--- src/hdl/nfsr_map.vh ---
// register offsets, field positions and reset values of the nand status block
// included by the status top and the calculation sequencer
`ifndef NFSR_MAP_VH
`define NFSR_MAP_VH

`define NFSR_OFF_STATUS 12'h000
`define NFSR_OFF_INT_STATUS 12'h004
`define NFSR_OFF_INT_MASK 12'h008

`define NFSR_ERRCNT_HI 17
`define NFSR_ERRCNT_LO 16
`define NFSR_STATE_HI 11
`define NFSR_STATE_LO 8
`define NFSR_WAIT_HI 1
`define NFSR_WAIT_LO 0

`define NFSR_ST_NO_ERR 4'h0
`define NFSR_ST_UNCORR 4'h1
`define NFSR_ST_DONE_B89 4'h2
`define NFSR_ST_DONE_ERR 4'h3
`define NFSR_ST_COUNT 4'h5
`define NFSR_ST_PREP_A 4'h6
`define NFSR_ST_PREP_B 4'h7
`define NFSR_ST_SEARCH 4'h8
`define NFSR_ST_VALUE 4'hC

`define NFSR_INT_DONE 0
`define NFSR_INT_UNCORR 1
`define NFSR_INT_WAIT0 2
`define NFSR_INT_WAIT1 3
`define NFSR_INT_W 4

`define NFSR_RST_STATUS 32'h00000000
`define NFSR_RST_INT 4'h0

`define NFSR_RESP_OKAY 2'h0
`define NFSR_RESP_SLVERR 2'h2

`endif

--- src/hdl/nfsr_calc_seq.v ---
// phase sequencer of the 4-bit ecc error address and value calculation
// assumes the ecc datapath pulses phase_done at the end of each phase and
// holds err_total and err_bit89 valid while it does
`timescale 1ns/1ns
`include "nfsr_map.vh"

module nfsr_calc_seq (
	input wire aclk,
	input wire aresetn,
	input wire ce,
	input wire calc_start,
	input wire phase_done,
	input wire [2:0] err_total,
	input wire err_bit89,
	output reg [3:0] state_r,
	output reg [1:0] err_count_r,
	output reg done_pulse_r,
	output reg uncorr_pulse_r
);

	localparam [3:0] ST_NO_ERR = `NFSR_ST_NO_ERR;
	localparam [3:0] ST_UNCORR = `NFSR_ST_UNCORR;
	localparam [3:0] ST_DONE_B89 = `NFSR_ST_DONE_B89;
	localparam [3:0] ST_DONE_ERR = `NFSR_ST_DONE_ERR;
	localparam [3:0] ST_COUNT = `NFSR_ST_COUNT;
	localparam [3:0] ST_PREP_A = `NFSR_ST_PREP_A;
	localparam [3:0] ST_PREP_B = `NFSR_ST_PREP_B;
	localparam [3:0] ST_SEARCH = `NFSR_ST_SEARCH;
	localparam [3:0] ST_VAL0 = `NFSR_ST_VALUE;
	localparam [3:0] ST_VAL1 = 4'hD;
	localparam [3:0] ST_VAL2 = 4'hE;
	localparam [3:0] ST_VAL3 = 4'hF;

	reg [3:0] state_nxt;
	reg [1:0] err_count_nxt;
	reg b89_r;
	reg b89_nxt;
	reg done_nxt;
	reg uncorr_nxt;
	wire [3:0] last_val;

	// one value phase per located error: C for the first, up to F for the fourth
	assign last_val = ST_VAL0 + {2'h0, err_count_r};

	always @* begin
		state_nxt = state_r;
		err_count_nxt = err_count_r;
		b89_nxt = b89_r;
		done_nxt = 1'b0;
		uncorr_nxt = 1'b0;
		if (calc_start) begin
			// a new start restarts a calculation already under way
			state_nxt = ST_COUNT;
			b89_nxt = 1'b0;
		end else if (phase_done) begin
			case (state_r)
			ST_COUNT: begin
				if (err_total == 3'h0) begin
					state_nxt = ST_NO_ERR;
					done_nxt = 1'b1;
				end else if (err_total > 3'h4) begin
					state_nxt = ST_UNCORR;
					done_nxt = 1'b1;
					uncorr_nxt = 1'b1;
				end else begin
					err_count_nxt = err_total[1:0] - 2'h1;
					state_nxt = ST_PREP_A;
				end
			end
			ST_PREP_A: begin
				state_nxt = ST_PREP_B;
			end
			ST_PREP_B: begin
				state_nxt = ST_SEARCH;
			end
			ST_SEARCH: begin
				b89_nxt = err_bit89;
				state_nxt = ST_VAL0;
			end
			ST_VAL0, ST_VAL1, ST_VAL2, ST_VAL3: begin
				if (state_r == last_val) begin
					state_nxt = (b89_r | err_bit89) ? ST_DONE_B89 : ST_DONE_ERR;
					done_nxt = 1'b1;
				end else begin
					state_nxt = state_r + 4'h1;
				end
			end
			default: begin
				state_nxt = state_r;
			end
			endcase
		end
	end

	always @(posedge aclk) begin
		if (!aresetn) begin
			state_r <= 4'h0;
			err_count_r <= 2'h0;
			b89_r <= 1'b0;
			done_pulse_r <= 1'b0;
			uncorr_pulse_r <= 1'b0;
		end else if (ce) begin
			state_r <= state_nxt;
			err_count_r <= err_count_nxt;
			b89_r <= b89_nxt;
			done_pulse_r <= done_nxt;
			uncorr_pulse_r <= uncorr_nxt;
		end
	end

endmodule

--- src/hdl/nfsr_top.v ---
// nand flash status register with ecc progress, wait pins and interrupts
// assumes an axi4-lite master on aclk and wait pins already synchronous to aclk
//
// Contract
// The two-bit error count field shows the number of located errors minus one.
// The state field reads zero for no errors and one for five or more errors.
// A correctable finish reads two with errors on bit 8 or 9 and three otherwise.
// While running the state shows 5 counting, 6 and 7 preparing, 8 searching, C-F values.
// Each wait status bit shows the raw level of its own external wait pin.
// The wait polarity configuration has no effect on the wait status bits.
// The status register is read-only, resets to zero and reads reserved bits as zero.
// Software starts the calculation through a start bit held in the nand control register.
// Reading the status has no side effect and its fields follow the engine live.
//
// The register offsets and register access over AXI4-Lite are this design's own decisions.
`timescale 1ns/1ns
`include "nfsr_map.vh"

module nfsr_top #(
	parameter [1:0] WAIT_PRESENT = 2'h3
) (
	input wire aclk,
	input wire aresetn,
	input wire ce,
	input wire [11:0] s_axi_awaddr,
	input wire [2:0] s_axi_awprot,
	input wire s_axi_awvalid,
	output wire s_axi_awready,
	input wire [31:0] s_axi_wdata,
	input wire [3:0] s_axi_wstrb,
	input wire s_axi_wvalid,
	output wire s_axi_wready,
	output reg [1:0] s_axi_bresp,
	output reg s_axi_bvalid,
	input wire s_axi_bready,
	input wire [11:0] s_axi_araddr,
	input wire [2:0] s_axi_arprot,
	input wire s_axi_arvalid,
	output wire s_axi_arready,
	output reg [31:0] s_axi_rdata,
	output reg [1:0] s_axi_rresp,
	output reg s_axi_rvalid,
	input wire s_axi_rready,
	input wire [1:0] ext_wait_input,
	input wire ecc4_locate_start,
	input wire ecc_phase_done,
	input wire [2:0] ecc_err_total,
	input wire ecc_err_bit89,
	output wire irq
);

	localparam [11:0] OFF_STATUS = `NFSR_OFF_STATUS;
	localparam [11:0] OFF_INT_STATUS = `NFSR_OFF_INT_STATUS;
	localparam [11:0] OFF_INT_MASK = `NFSR_OFF_INT_MASK;
	localparam [1:0] RESP_OKAY = `NFSR_RESP_OKAY;
	localparam [1:0] RESP_SLVERR = `NFSR_RESP_SLVERR;

	wire [3:0] ecc_state;
	wire [1:0] ecc_error_count;
	wire calc_done;
	wire calc_uncorr;

	reg [1:0] wait_pin_status_r;
	reg [1:0] wait_prev_r;
	reg wait_primed_r;
	reg [`NFSR_INT_W-1:0] int_status_r;
	reg [`NFSR_INT_W-1:0] int_status_nxt;
	reg [`NFSR_INT_W-1:0] int_mask_r;
	reg [`NFSR_INT_W-1:0] int_event;
	reg [31:0] nand_flash_status;

	reg aw_held_r;
	reg [11:0] aw_addr_r;
	reg w_held_r;
	reg [31:0] w_data_r;
	reg [3:0] w_strb_r;
	wire wr_go;
	wire [11:0] wr_addr;
	wire [31:0] wr_data;
	wire [3:0] wr_strb;
	wire wr_int_status;
	wire wr_int_mask;
	wire wr_mapped;
	reg [31:0] rd_data;
	reg rd_mapped;

	// the start bit itself lives in the nand control register; only its pulse arrives here
	nfsr_calc_seq u_seq (
		.aclk(aclk),
		.aresetn(aresetn),
		.ce(ce),
		.calc_start(ecc4_locate_start),
		.phase_done(ecc_phase_done),
		.err_total(ecc_err_total),
		.err_bit89(ecc_err_bit89),
		.state_r(ecc_state),
		.err_count_r(ecc_error_count),
		.done_pulse_r(calc_done),
		.uncorr_pulse_r(calc_uncorr)
	);

	// wait pins: one register stage only, no polarity inversion applied
	genvar gi;
	generate
		for (gi = 0; gi < 2; gi = gi + 1) begin : g_wait
			always @(posedge aclk) begin
				if (!aresetn) begin
					wait_pin_status_r[gi] <= 1'b0;
					wait_prev_r[gi] <= 1'b0;
				end else if (ce) begin
					// an absent pin reads constant zero
					wait_pin_status_r[gi] <= ext_wait_input[gi] & WAIT_PRESENT[gi];
					// first cycle out of reset copies the pin, so a pin idling high is no edge
					wait_prev_r[gi] <= wait_primed_r ? wait_pin_status_r[gi] :
						(ext_wait_input[gi] & WAIT_PRESENT[gi]);
				end
			end
		end
	endgenerate

	always @(posedge aclk) begin
		if (!aresetn) begin
			wait_primed_r <= 1'b0;
		end else if (ce) begin
			wait_primed_r <= 1'b1;
		end
	end

	always @* begin
		nand_flash_status = `NFSR_RST_STATUS;
		nand_flash_status[`NFSR_ERRCNT_HI:`NFSR_ERRCNT_LO] = ecc_error_count;
		nand_flash_status[`NFSR_STATE_HI:`NFSR_STATE_LO] = ecc_state;
		nand_flash_status[`NFSR_WAIT_HI:`NFSR_WAIT_LO] = wait_pin_status_r;
	end

	// write channel: address and data are taken in either order, one write at a time
	assign s_axi_awready = !aw_held_r && !s_axi_bvalid;
	assign s_axi_wready = !w_held_r && !s_axi_bvalid;
	assign wr_addr = aw_held_r ? aw_addr_r : s_axi_awaddr;
	assign wr_data = w_held_r ? w_data_r : s_axi_wdata;
	assign wr_strb = w_held_r ? w_strb_r : s_axi_wstrb;
	assign wr_go = (aw_held_r || (s_axi_awvalid && s_axi_awready)) &&
		(w_held_r || (s_axi_wvalid && s_axi_wready));
	assign wr_mapped = (wr_addr[11:2] == OFF_STATUS[11:2]) ||
		(wr_addr[11:2] == OFF_INT_STATUS[11:2]) ||
		(wr_addr[11:2] == OFF_INT_MASK[11:2]);
	assign wr_int_status = wr_go && (wr_addr[11:2] == OFF_INT_STATUS[11:2]) && wr_strb[0];
	assign wr_int_mask = wr_go && (wr_addr[11:2] == OFF_INT_MASK[11:2]) && wr_strb[0];

	always @(posedge aclk) begin
		if (!aresetn) begin
			aw_held_r <= 1'b0;
			aw_addr_r <= 12'h000;
			w_held_r <= 1'b0;
			w_data_r <= 32'h00000000;
			w_strb_r <= 4'h0;
			s_axi_bvalid <= 1'b0;
			s_axi_bresp <= RESP_OKAY;
		end else if (ce) begin
			if (wr_go) begin
				aw_held_r <= 1'b0;
				w_held_r <= 1'b0;
				s_axi_bvalid <= 1'b1;
				// writes to the status word are dropped quietly since it is read-only
				s_axi_bresp <= wr_mapped ? RESP_OKAY : RESP_SLVERR;
			end else begin
				if (s_axi_awvalid && s_axi_awready) begin
					aw_held_r <= 1'b1;
					aw_addr_r <= s_axi_awaddr;
				end
				if (s_axi_wvalid && s_axi_wready) begin
					w_held_r <= 1'b1;
					w_data_r <= s_axi_wdata;
					w_strb_r <= s_axi_wstrb;
				end
				if (s_axi_bvalid && s_axi_bready) begin
					s_axi_bvalid <= 1'b0;
				end
			end
		end
	end

	// read channel: one read at a time, answered the cycle after the address
	assign s_axi_arready = !s_axi_rvalid;

	always @* begin
		rd_data = 32'h00000000;
		rd_mapped = 1'b1;
		case (s_axi_araddr[11:2])
		OFF_STATUS[11:2]: begin
			rd_data = nand_flash_status;
		end
		OFF_INT_STATUS[11:2]: begin
			rd_data[`NFSR_INT_W-1:0] = int_status_r;
		end
		OFF_INT_MASK[11:2]: begin
			rd_data[`NFSR_INT_W-1:0] = int_mask_r;
		end
		default: begin
			rd_mapped = 1'b0;
		end
		endcase
	end

	always @(posedge aclk) begin
		if (!aresetn) begin
			s_axi_rvalid <= 1'b0;
			s_axi_rdata <= 32'h00000000;
			s_axi_rresp <= RESP_OKAY;
		end else if (ce) begin
			if (s_axi_arvalid && s_axi_arready) begin
				s_axi_rvalid <= 1'b1;
				s_axi_rdata <= rd_data;
				s_axi_rresp <= rd_mapped ? RESP_OKAY : RESP_SLVERR;
			end else if (s_axi_rvalid && s_axi_rready) begin
				s_axi_rvalid <= 1'b0;
			end
		end
	end

	// interrupt events: a new event in the clearing cycle survives the clear
	always @* begin
		int_event = {`NFSR_INT_W{1'b0}};
		int_event[`NFSR_INT_DONE] = calc_done;
		int_event[`NFSR_INT_UNCORR] = calc_uncorr;
		int_event[`NFSR_INT_WAIT0] = wait_pin_status_r[0] & ~wait_prev_r[0];
		int_event[`NFSR_INT_WAIT1] = wait_pin_status_r[1] & ~wait_prev_r[1];
		int_status_nxt = int_status_r;
		if (wr_int_status) begin
			int_status_nxt = int_status_r & ~wr_data[`NFSR_INT_W-1:0];
		end
		int_status_nxt = int_status_nxt | int_event;
	end

	always @(posedge aclk) begin
		if (!aresetn) begin
			int_status_r <= `NFSR_RST_INT;
			int_mask_r <= `NFSR_RST_INT;
		end else if (ce) begin
			int_status_r <= int_status_nxt;
			if (wr_int_mask) begin
				int_mask_r <= wr_data[`NFSR_INT_W-1:0];
			end
		end
	end

	assign irq = |(int_status_r & int_mask_r);

endmodule
--- config.mk ---
export PLATFORM = sky130hd
export DESIGN_NAME = nfsr_top
export DESIGN_NICKNAME = d
export VERILOG_FILES = /design/src/hdl/nfsr_calc_seq.v /design/src/hdl/nfsr_top.v
export VERILOG_INCLUDE_DIRS = /design/src /design/src/hdl
export SDC_FILE = /design/constraint.sdc
export NUM_CORES = 1
export LEC_CHECK = 0
export ABC_AREA = 1
export BUFFER_PORTS_ARGS = -buffer_cell sky130_fd_sc_hd__buf_4
export CAP_MARGIN = 40
export CORE_UTILIZATION = 48
export DETAILED_ROUTE_END_ITERATION = 7
export HOLD_SLACK_MARGIN = 0.03
export PLACE_DENSITY = 0.8
export RECOVER_POWER = 50
export SYNTH_ARGS = -nofsm -noshare
export SYNTH_HDL_FRONTEND = slang
export SYNTH_SLANG_ARGS = --single-unit
--- constraint.sdc ---
create_clock -name aclk -period 1.89 [get_ports aclk]
set_clock_uncertainty 0.15 [all_clocks]
set_input_delay 0.0945 -clock aclk [delete_from_list [all_inputs] [get_ports aclk]]
set_output_delay 0.0945 -clock aclk [all_outputs]
set_load 0.02 [all_outputs]
==> results of run 1 <==
path summary, 6_finish.rpt:
| kind | slack [ns] | to | cells after the start |
|---|---|---|---|
| hold reg to reg | 0.31 | w_data_r[3]$_SDFFE_PN0P_ | 2 |
| setup / recovery | 0.15 | aw_addr_r[9]$_SDFFE_PN0P_ | 7 |
| setup reg to reg | 0.16 | u_seq.state_r[0]$_SDFFE_PN0P_ | 9 |
| hold / removal | 0.04 | s_axi_rresp[1]$_SDFFE_PN0P_ | 5 |
flip-flops by register name (all words and copies together), names as in the netlist:
| register | cells |
|---|---|
| s_axi_rresp | 1 |
| w_strb_r | 1 |
| wait_prev_r | 2 |
| aw_addr_r | 10 |
| w_data_r | 4 |
| wait_primed_r | 1 |
| nand_flash_status | 2 |
| u_seq.err_count_r | 2 |
| s_axi_bvalid | 1 |
| int_status_r | 4 |
| s_axi_rvalid | 1 |
| u_seq.done_pulse_r | 1 |
| u_seq.uncorr_pulse_r | 1 |
| s_axi_rdata | 10 |
| s_axi_bresp | 1 |
| u_seq.state_r | 4 |
| u_seq.b89_r | 1 |
| aw_held_r | 1 |
| w_held_r | 1 |
| int_mask_r | 4 |
per-stage QoR:
stage	power, µW	hold slack (ns)	setup slack, ns	instances	util
final	2465	0.04127	0.1530	610	0.6209
after detailed placement	1687	0.1920	0.1591	577	0.5714
after global routing	2586	0.08523	0.002509	610	0.6209
after global placement	1678	0.1864	0.1671	577	0.5714
after CTS	2486	0.04220	0.09773	610	0.6325
after floorplan	1560	0.07941	0.1609	470	-
synth_stat cells:
master,count
or2_2,2
o211ai_1,2
o21ai_0,30
buf_6,2
nand3_1,29
o21ai_1,6
a21oi_1,43
nor4_4,1
a22oi_1,1
nor3_2,1
nand2_2,2
nor3_4,1
nor2_4,2
o22ai_1,1
conb_1,1
nor2_2,2
nand4_1,7
inv_2,2
dfxtp_1,53
clkbuf_1,7
nor3_1,3
a31oi_1,1
buf_2,1
ha_1,6
clkinv_1,1
buf_4,25
nor2_1,55
inv_1,49
nand2_1,111
cell families after synthesis:
logic type                 after synthesis  share of synthesized area
buffers and inverters                   87                     0.1484
AOI/OAI and AO/OA                       84                     0.1463
and+or+nand+nor                        216                     0.3177
adders and majority gates                6                    0.02552
other                                    1                   0.001275
DFF                                     53                     0.3607
per-layer routing:
metal / track usage / up-vias / part of all wire
met1: 0.2895 / 1328 / 0.45
met2: 0.4043 / 102 / 0.48
met4: 0.06250 / 0 / 0.017
met5: 0 / - / 0
met3: 0.02841 / 14 / 0.048
li1: - / 1562 / -
what timing repair did:
| item | CTS | global route |
|---|---|---|
| gates resized for setup | 0 | 6 |
| buffers inserted | 0 | 0 |
| hold endpoints to repair | 30 | 0 |
| setup endpoints to repair | 0 | 14 |
| hold buffers | 25 | 0 |
worst register-to-register path, cell delays in order, from the launching register on:
cell and delay (ns):
dfxtp_2 0.37, inv_1 0.09, ha_1 0.23, nand3_1 0.15
nand2_1 0.08, inv_1 0.07, nand3_1 0.09, or2_2 0.29
nand2_1 0.07, a21oi_1 0.05
power breakdown:
group	switching, µW	leakage [µW]	internal [µW]
registers	39.6	0.000434	1170
clock network	374	0.0000554	398
logic	293	0.00115	188
total	706	0.00164	1760
cell type report:
cell class                      instances  area [µm²]  area share
Clock inverter                          2       38.79     0.01055
Clock buffer                            6       72.57     0.01974
Inverter                               52       195.2     0.05310
Timing Repair Buffer                   92       671.9      0.1828
Multi-Input combinational cell        330        1540      0.4190
Sequential cell                        53        1064      0.2893
Tap cell                               75       93.84     0.02553
==> impl_metrics.yaml, run 1 <==
run_status:
  status: "complete, no violations"
floorplan:
  die_y_um: 80.29
  coreArea_um2: 5921
  initial_core_util: 0.4968
  row_count: 28
  die-area_um2: 6446
  pin_count: 124
  die_w_um: 80.29
setup_path:
  crit_family: "buffers and inverters"
  startpoint: "ce"
  crit_fanout: 16
  worst_path_max_delay_cell: "dlygate4sd3_1"
  path_buf_inv: 3
  required_ns: 1.93
  crit_type: "in -> reg"
  worstPathCellList: "dlygate4sd3_1, buf_4, inv_2, nor4_4, nand2_4, o21ai_0, a21oi_1"
  max_stage_delay_ns: 0.53
  cp-end-kind: "flip-flop"
  critPathLaunchType: "input pin"
  rr_startpoint: "u_seq.state_r[0]$_SDFFE_PN0P_"
  cp_data_arrival_time_ns: 1.77
clock_tree:
  clk_latency_ns: 0.30
  cts_sinks: 53
  numCtsBuffers: 5
  cts.clk_slew.worst_paths_ns: 0.09
  clockBufferDepth: 2
  ctsRootBufferMaster: "clkbuf_8"
  cts_tree: "done"
  h-tree-depth: 2
layout:
  final_cell_mix: "nand2_1, nor2_1, dfxtp_1, inv_1, buf_4"
  finalInstanceArea_um2: 3676
  drive_above_1_share: 0.1327
  nNetsFinal: 622
  nFillCells: 558
  final_common_cell: "nand2_1"
  areaGrowthSynthToFinish_pct: 24.97
  antenna_cells: 0
sta:
  tightest_slew_ns: 0.6526
  finalSetupViolCount: 0
  finalMaxSlewViolations: 0
  rsz0062_at_grt: "no"
  period_needed_ns: 1.737
  period_share: 0.9191
  clock.fmax_ghz: 0.5757
  tns_ns: 0
  relSlewSlack: 0.5649
  hold_violations: 0
drt:
  drc: 0
  vias: 3006
  ant_nets: 0
  via_per_inst: 4.928
  wl_um: 6949
  drtIter0Drc: 209
  wl_per_cell_um: 11.39
  first_pass_iters: 4
placed_design:
  port-buffer-count: 58
  place_area_um2: 3383
  dp_hpwl_um: 4983
  place_congestion: 0.8632
synth:
  synth_area_leaders: "dfxtp_1, nand2_1, a21oi_1, nor2_1, buf_4"
  syn-instance-count: 447
  syn_area_per_cell_um2: 6.581
  yosysTopAreaCellShare: 0.3607
  yosysWarnings: 0
  synth_largest_area_cell: "dfxtp_1"
  synth-seq-cells: 53
  yosys.cell_types.count: 29
  synth.yosys.seq_area_share: 0.3607
  syn_area_um2: 2942
global_route:
  grt_pass1_wl_um: 11690
  grt_overflow: 0
  antenna_found_initial: 0
  grt_usage: 0.2283
  grt_start_max_net_pins: 36
  grt_pass1_vias: 2739
pwr:
  p_leak_uw: 0.001642
  power_density_nw_per_um2: 670.5
  vdd_drop_max_v: 0.0003881
hold_path:
  hold_class: "in -> reg"
  worstHoldStart: "s_axi_araddr[4]"
flow_run:
  maxCapViolCount: 0
Note: power is estimated with default switching activity, not from simulation.
==> inputs of run 2 (changes only) <==
- SETUP_SLACK_MARGIN: not set -> 0.5
==> run 2 against run 1 <==
Routed wire length up 29%. Via count up 11%. Cell count up 3.3%. Power up 10%. Critical path depth unchanged.
==> impl_metrics.yaml, run 2 (synthesis gave the netlist of run 1 again) <==
run_status:
  status: "complete, no violations"
setup_path:
  required_ns: 1.95
  cp_data_arrival_time_ns: 1.77
  worstPathCellList: "inv_1, o21ai_2, nand3_1, nor2_4, nand3_2, nand2_2, nor2_1"
  crit_family: "simple AND/OR/NAND/NOR gates"
  cp-end-kind: "flip-flop"
  max_stage_delay_ns: 0.48
  rr_startpoint: "w_held_r$_SDFFE_PN0P_"
  path_buf_inv: 1
  crit_type: "reg -> reg"
  startpoint: "w_held_r$_SDFFE_PN0P_"
  critPathLaunchType: "flip-flop"
  worst_path_max_delay_cell: "dfxtp_1"
  crit_fanout: 8
drt:
  ant_nets: 0
  wl_um: 8971
  vias: 3346
  drtIter0Drc: 252
  first_pass_iters: 5
  wl_per_cell_um: 14.24
  drc: 0
  via_per_inst: 5.311
layout:
  nNetsFinal: 642
  antenna_cells: 0
  top_regs: "aw_addr_r x10, s_axi_rdata x10"
  regArea_um2: 1079
  nFillCells: 421
  final_cell_mix: "nand2_1, buf_4, dfxtp_1, nor2_1, inv_1"
  multiInputGateArea_um2: 1936
  drive_above_1_share: 0.3243
  post-route-util: 0.7280
  final_common_cell: "nand2_1"
  areaGrowthSynthToFinish_pct: 46.53
placed_design:
  place_congestion: 0.9577
  dp_hpwl_um: 4958
  port-buffer-count: 58
global_route:
  grt_usage: 0.2511
  grt_overflow: 0
  grt_pass1_vias: 2888
  grt_start_max_net_pins: 37
  antenna_found_initial: 0
  grt_pass1_wl_um: 12610
sta:
  clock.fmax_ghz: 0.5848
  hold_violations: 0
  rsz0062_at_grt: "yes"
  finalMaxSlewViolations: 0
  finalSetupViolCount: 0
  tns_ns: 0
  period_share: 0.9047
  period_needed_ns: 1.710
clock_tree:
  ctsRootBufferMaster: "clkbuf_8"
  cts.clk_slew.worst_paths_ns: 0.10
  clockBufferDepth: 2
  numCtsBuffers: 5
  cts_tree: "done"
  cts_sinks: 53
  h-tree-depth: 2
  clk_latency_ns: 0.31
floorplan:
  initial_core_util: 0.4968
  row_count: 28
  die_w_um: 80.29
  pin_count: 124
  die-area_um2: 6446
  die_y_um: 80.29
  coreArea_um2: 5921
pwr:
  p_leak_uw: 0.001829
  power_density_nw_per_um2: 630.4
  vdd_drop_max_v: 0.0005604
hold_path:
  hold_class: "in -> reg"
  worstHoldStart: "s_axi_araddr[4]"
flow_run:
  maxCapViolCount: 0
run 2: worst paths after layout:
kind                                               endpoint  slack (ns)  cells past startpoint
worst min register to register     w_data_r[2]$_SDFFE_PN0P_        0.31                      2
worst max register to register   int_mask_r[0]$_SDFFE_PN0P_        0.18                      7
worst min-delay path            s_axi_rresp[1]$_SDFFE_PN0P_        0.04                      5
worst max-delay path             int_mask_r[0]$_SDFFE_PN0P_        0.18                      7
run 2: worst register-to-register path: cells and delay by family, from the launching register on:
family	cells	cell delay (ns)
AND/OR/NAND/NOR	5	0.77
AO/OA/AOI/OAI	1	0.10
buffers and inverters	1	0.12
flip-flops	1	0.48
run 2: through the flow:
stage	power [µW]	cells	setup WS [ns]	hold slack, ns	instance area, µm²
floorplan	1578	470	0.3966	0.07941	3113
global placement	1691	573	0.1898	0.1862	3436
detailed placement	1701	573	0.1829	0.1909	3436
CTS	2617	621	0.2825	-0.002994	4061
global route	2822	630	0.08293	0.07042	4310
finish	2717	630	0.1802	0.04105	4310
run 2: report_power, final:
part / switching, µW / internal [µW]
registers: 47.1 / 1170
logic: 403 / 277
clock network: 387 / 432
run 2: routing by layer:
| layer | wire [µm] | global-route usage | up-vias |
|---|---|---|---|
| li1 | - | - | 1601 |
| met1 | 3547 | 0.3018 | 1542 |
| met2 | 4541 | 0.4410 | 172 |
| met3 | 570 | 0.03864 | 31 |
| met4 | 312 | 0.1071 | 0 |
| met5 | 0 | 0 | - |
run 2: repair_timing:
action | CTS | global route
endpoints found under the setup margin | 32 | 42
hold buffers | 25 | 1
resized for setup | 51 | 78
endpoints found under the hold margin | 25 | 1
pin swaps | 23 | 27
setup buffers | 13 | 7
gates cloned | 2 | 1
run 2: final cells by class:
class / count / share of cell area
clock buffer: 6 / 0.01916
timing repair inverter: 1 / 0.001161
timing repair buffer: 109 / 0.2006
inverter: 52 / 0.04964
clock inverter: 2 / 0.008418
multi-input combinational: 332 / 0.4491
sequential: 53 / 0.2502
tap: 75 / 0.02177
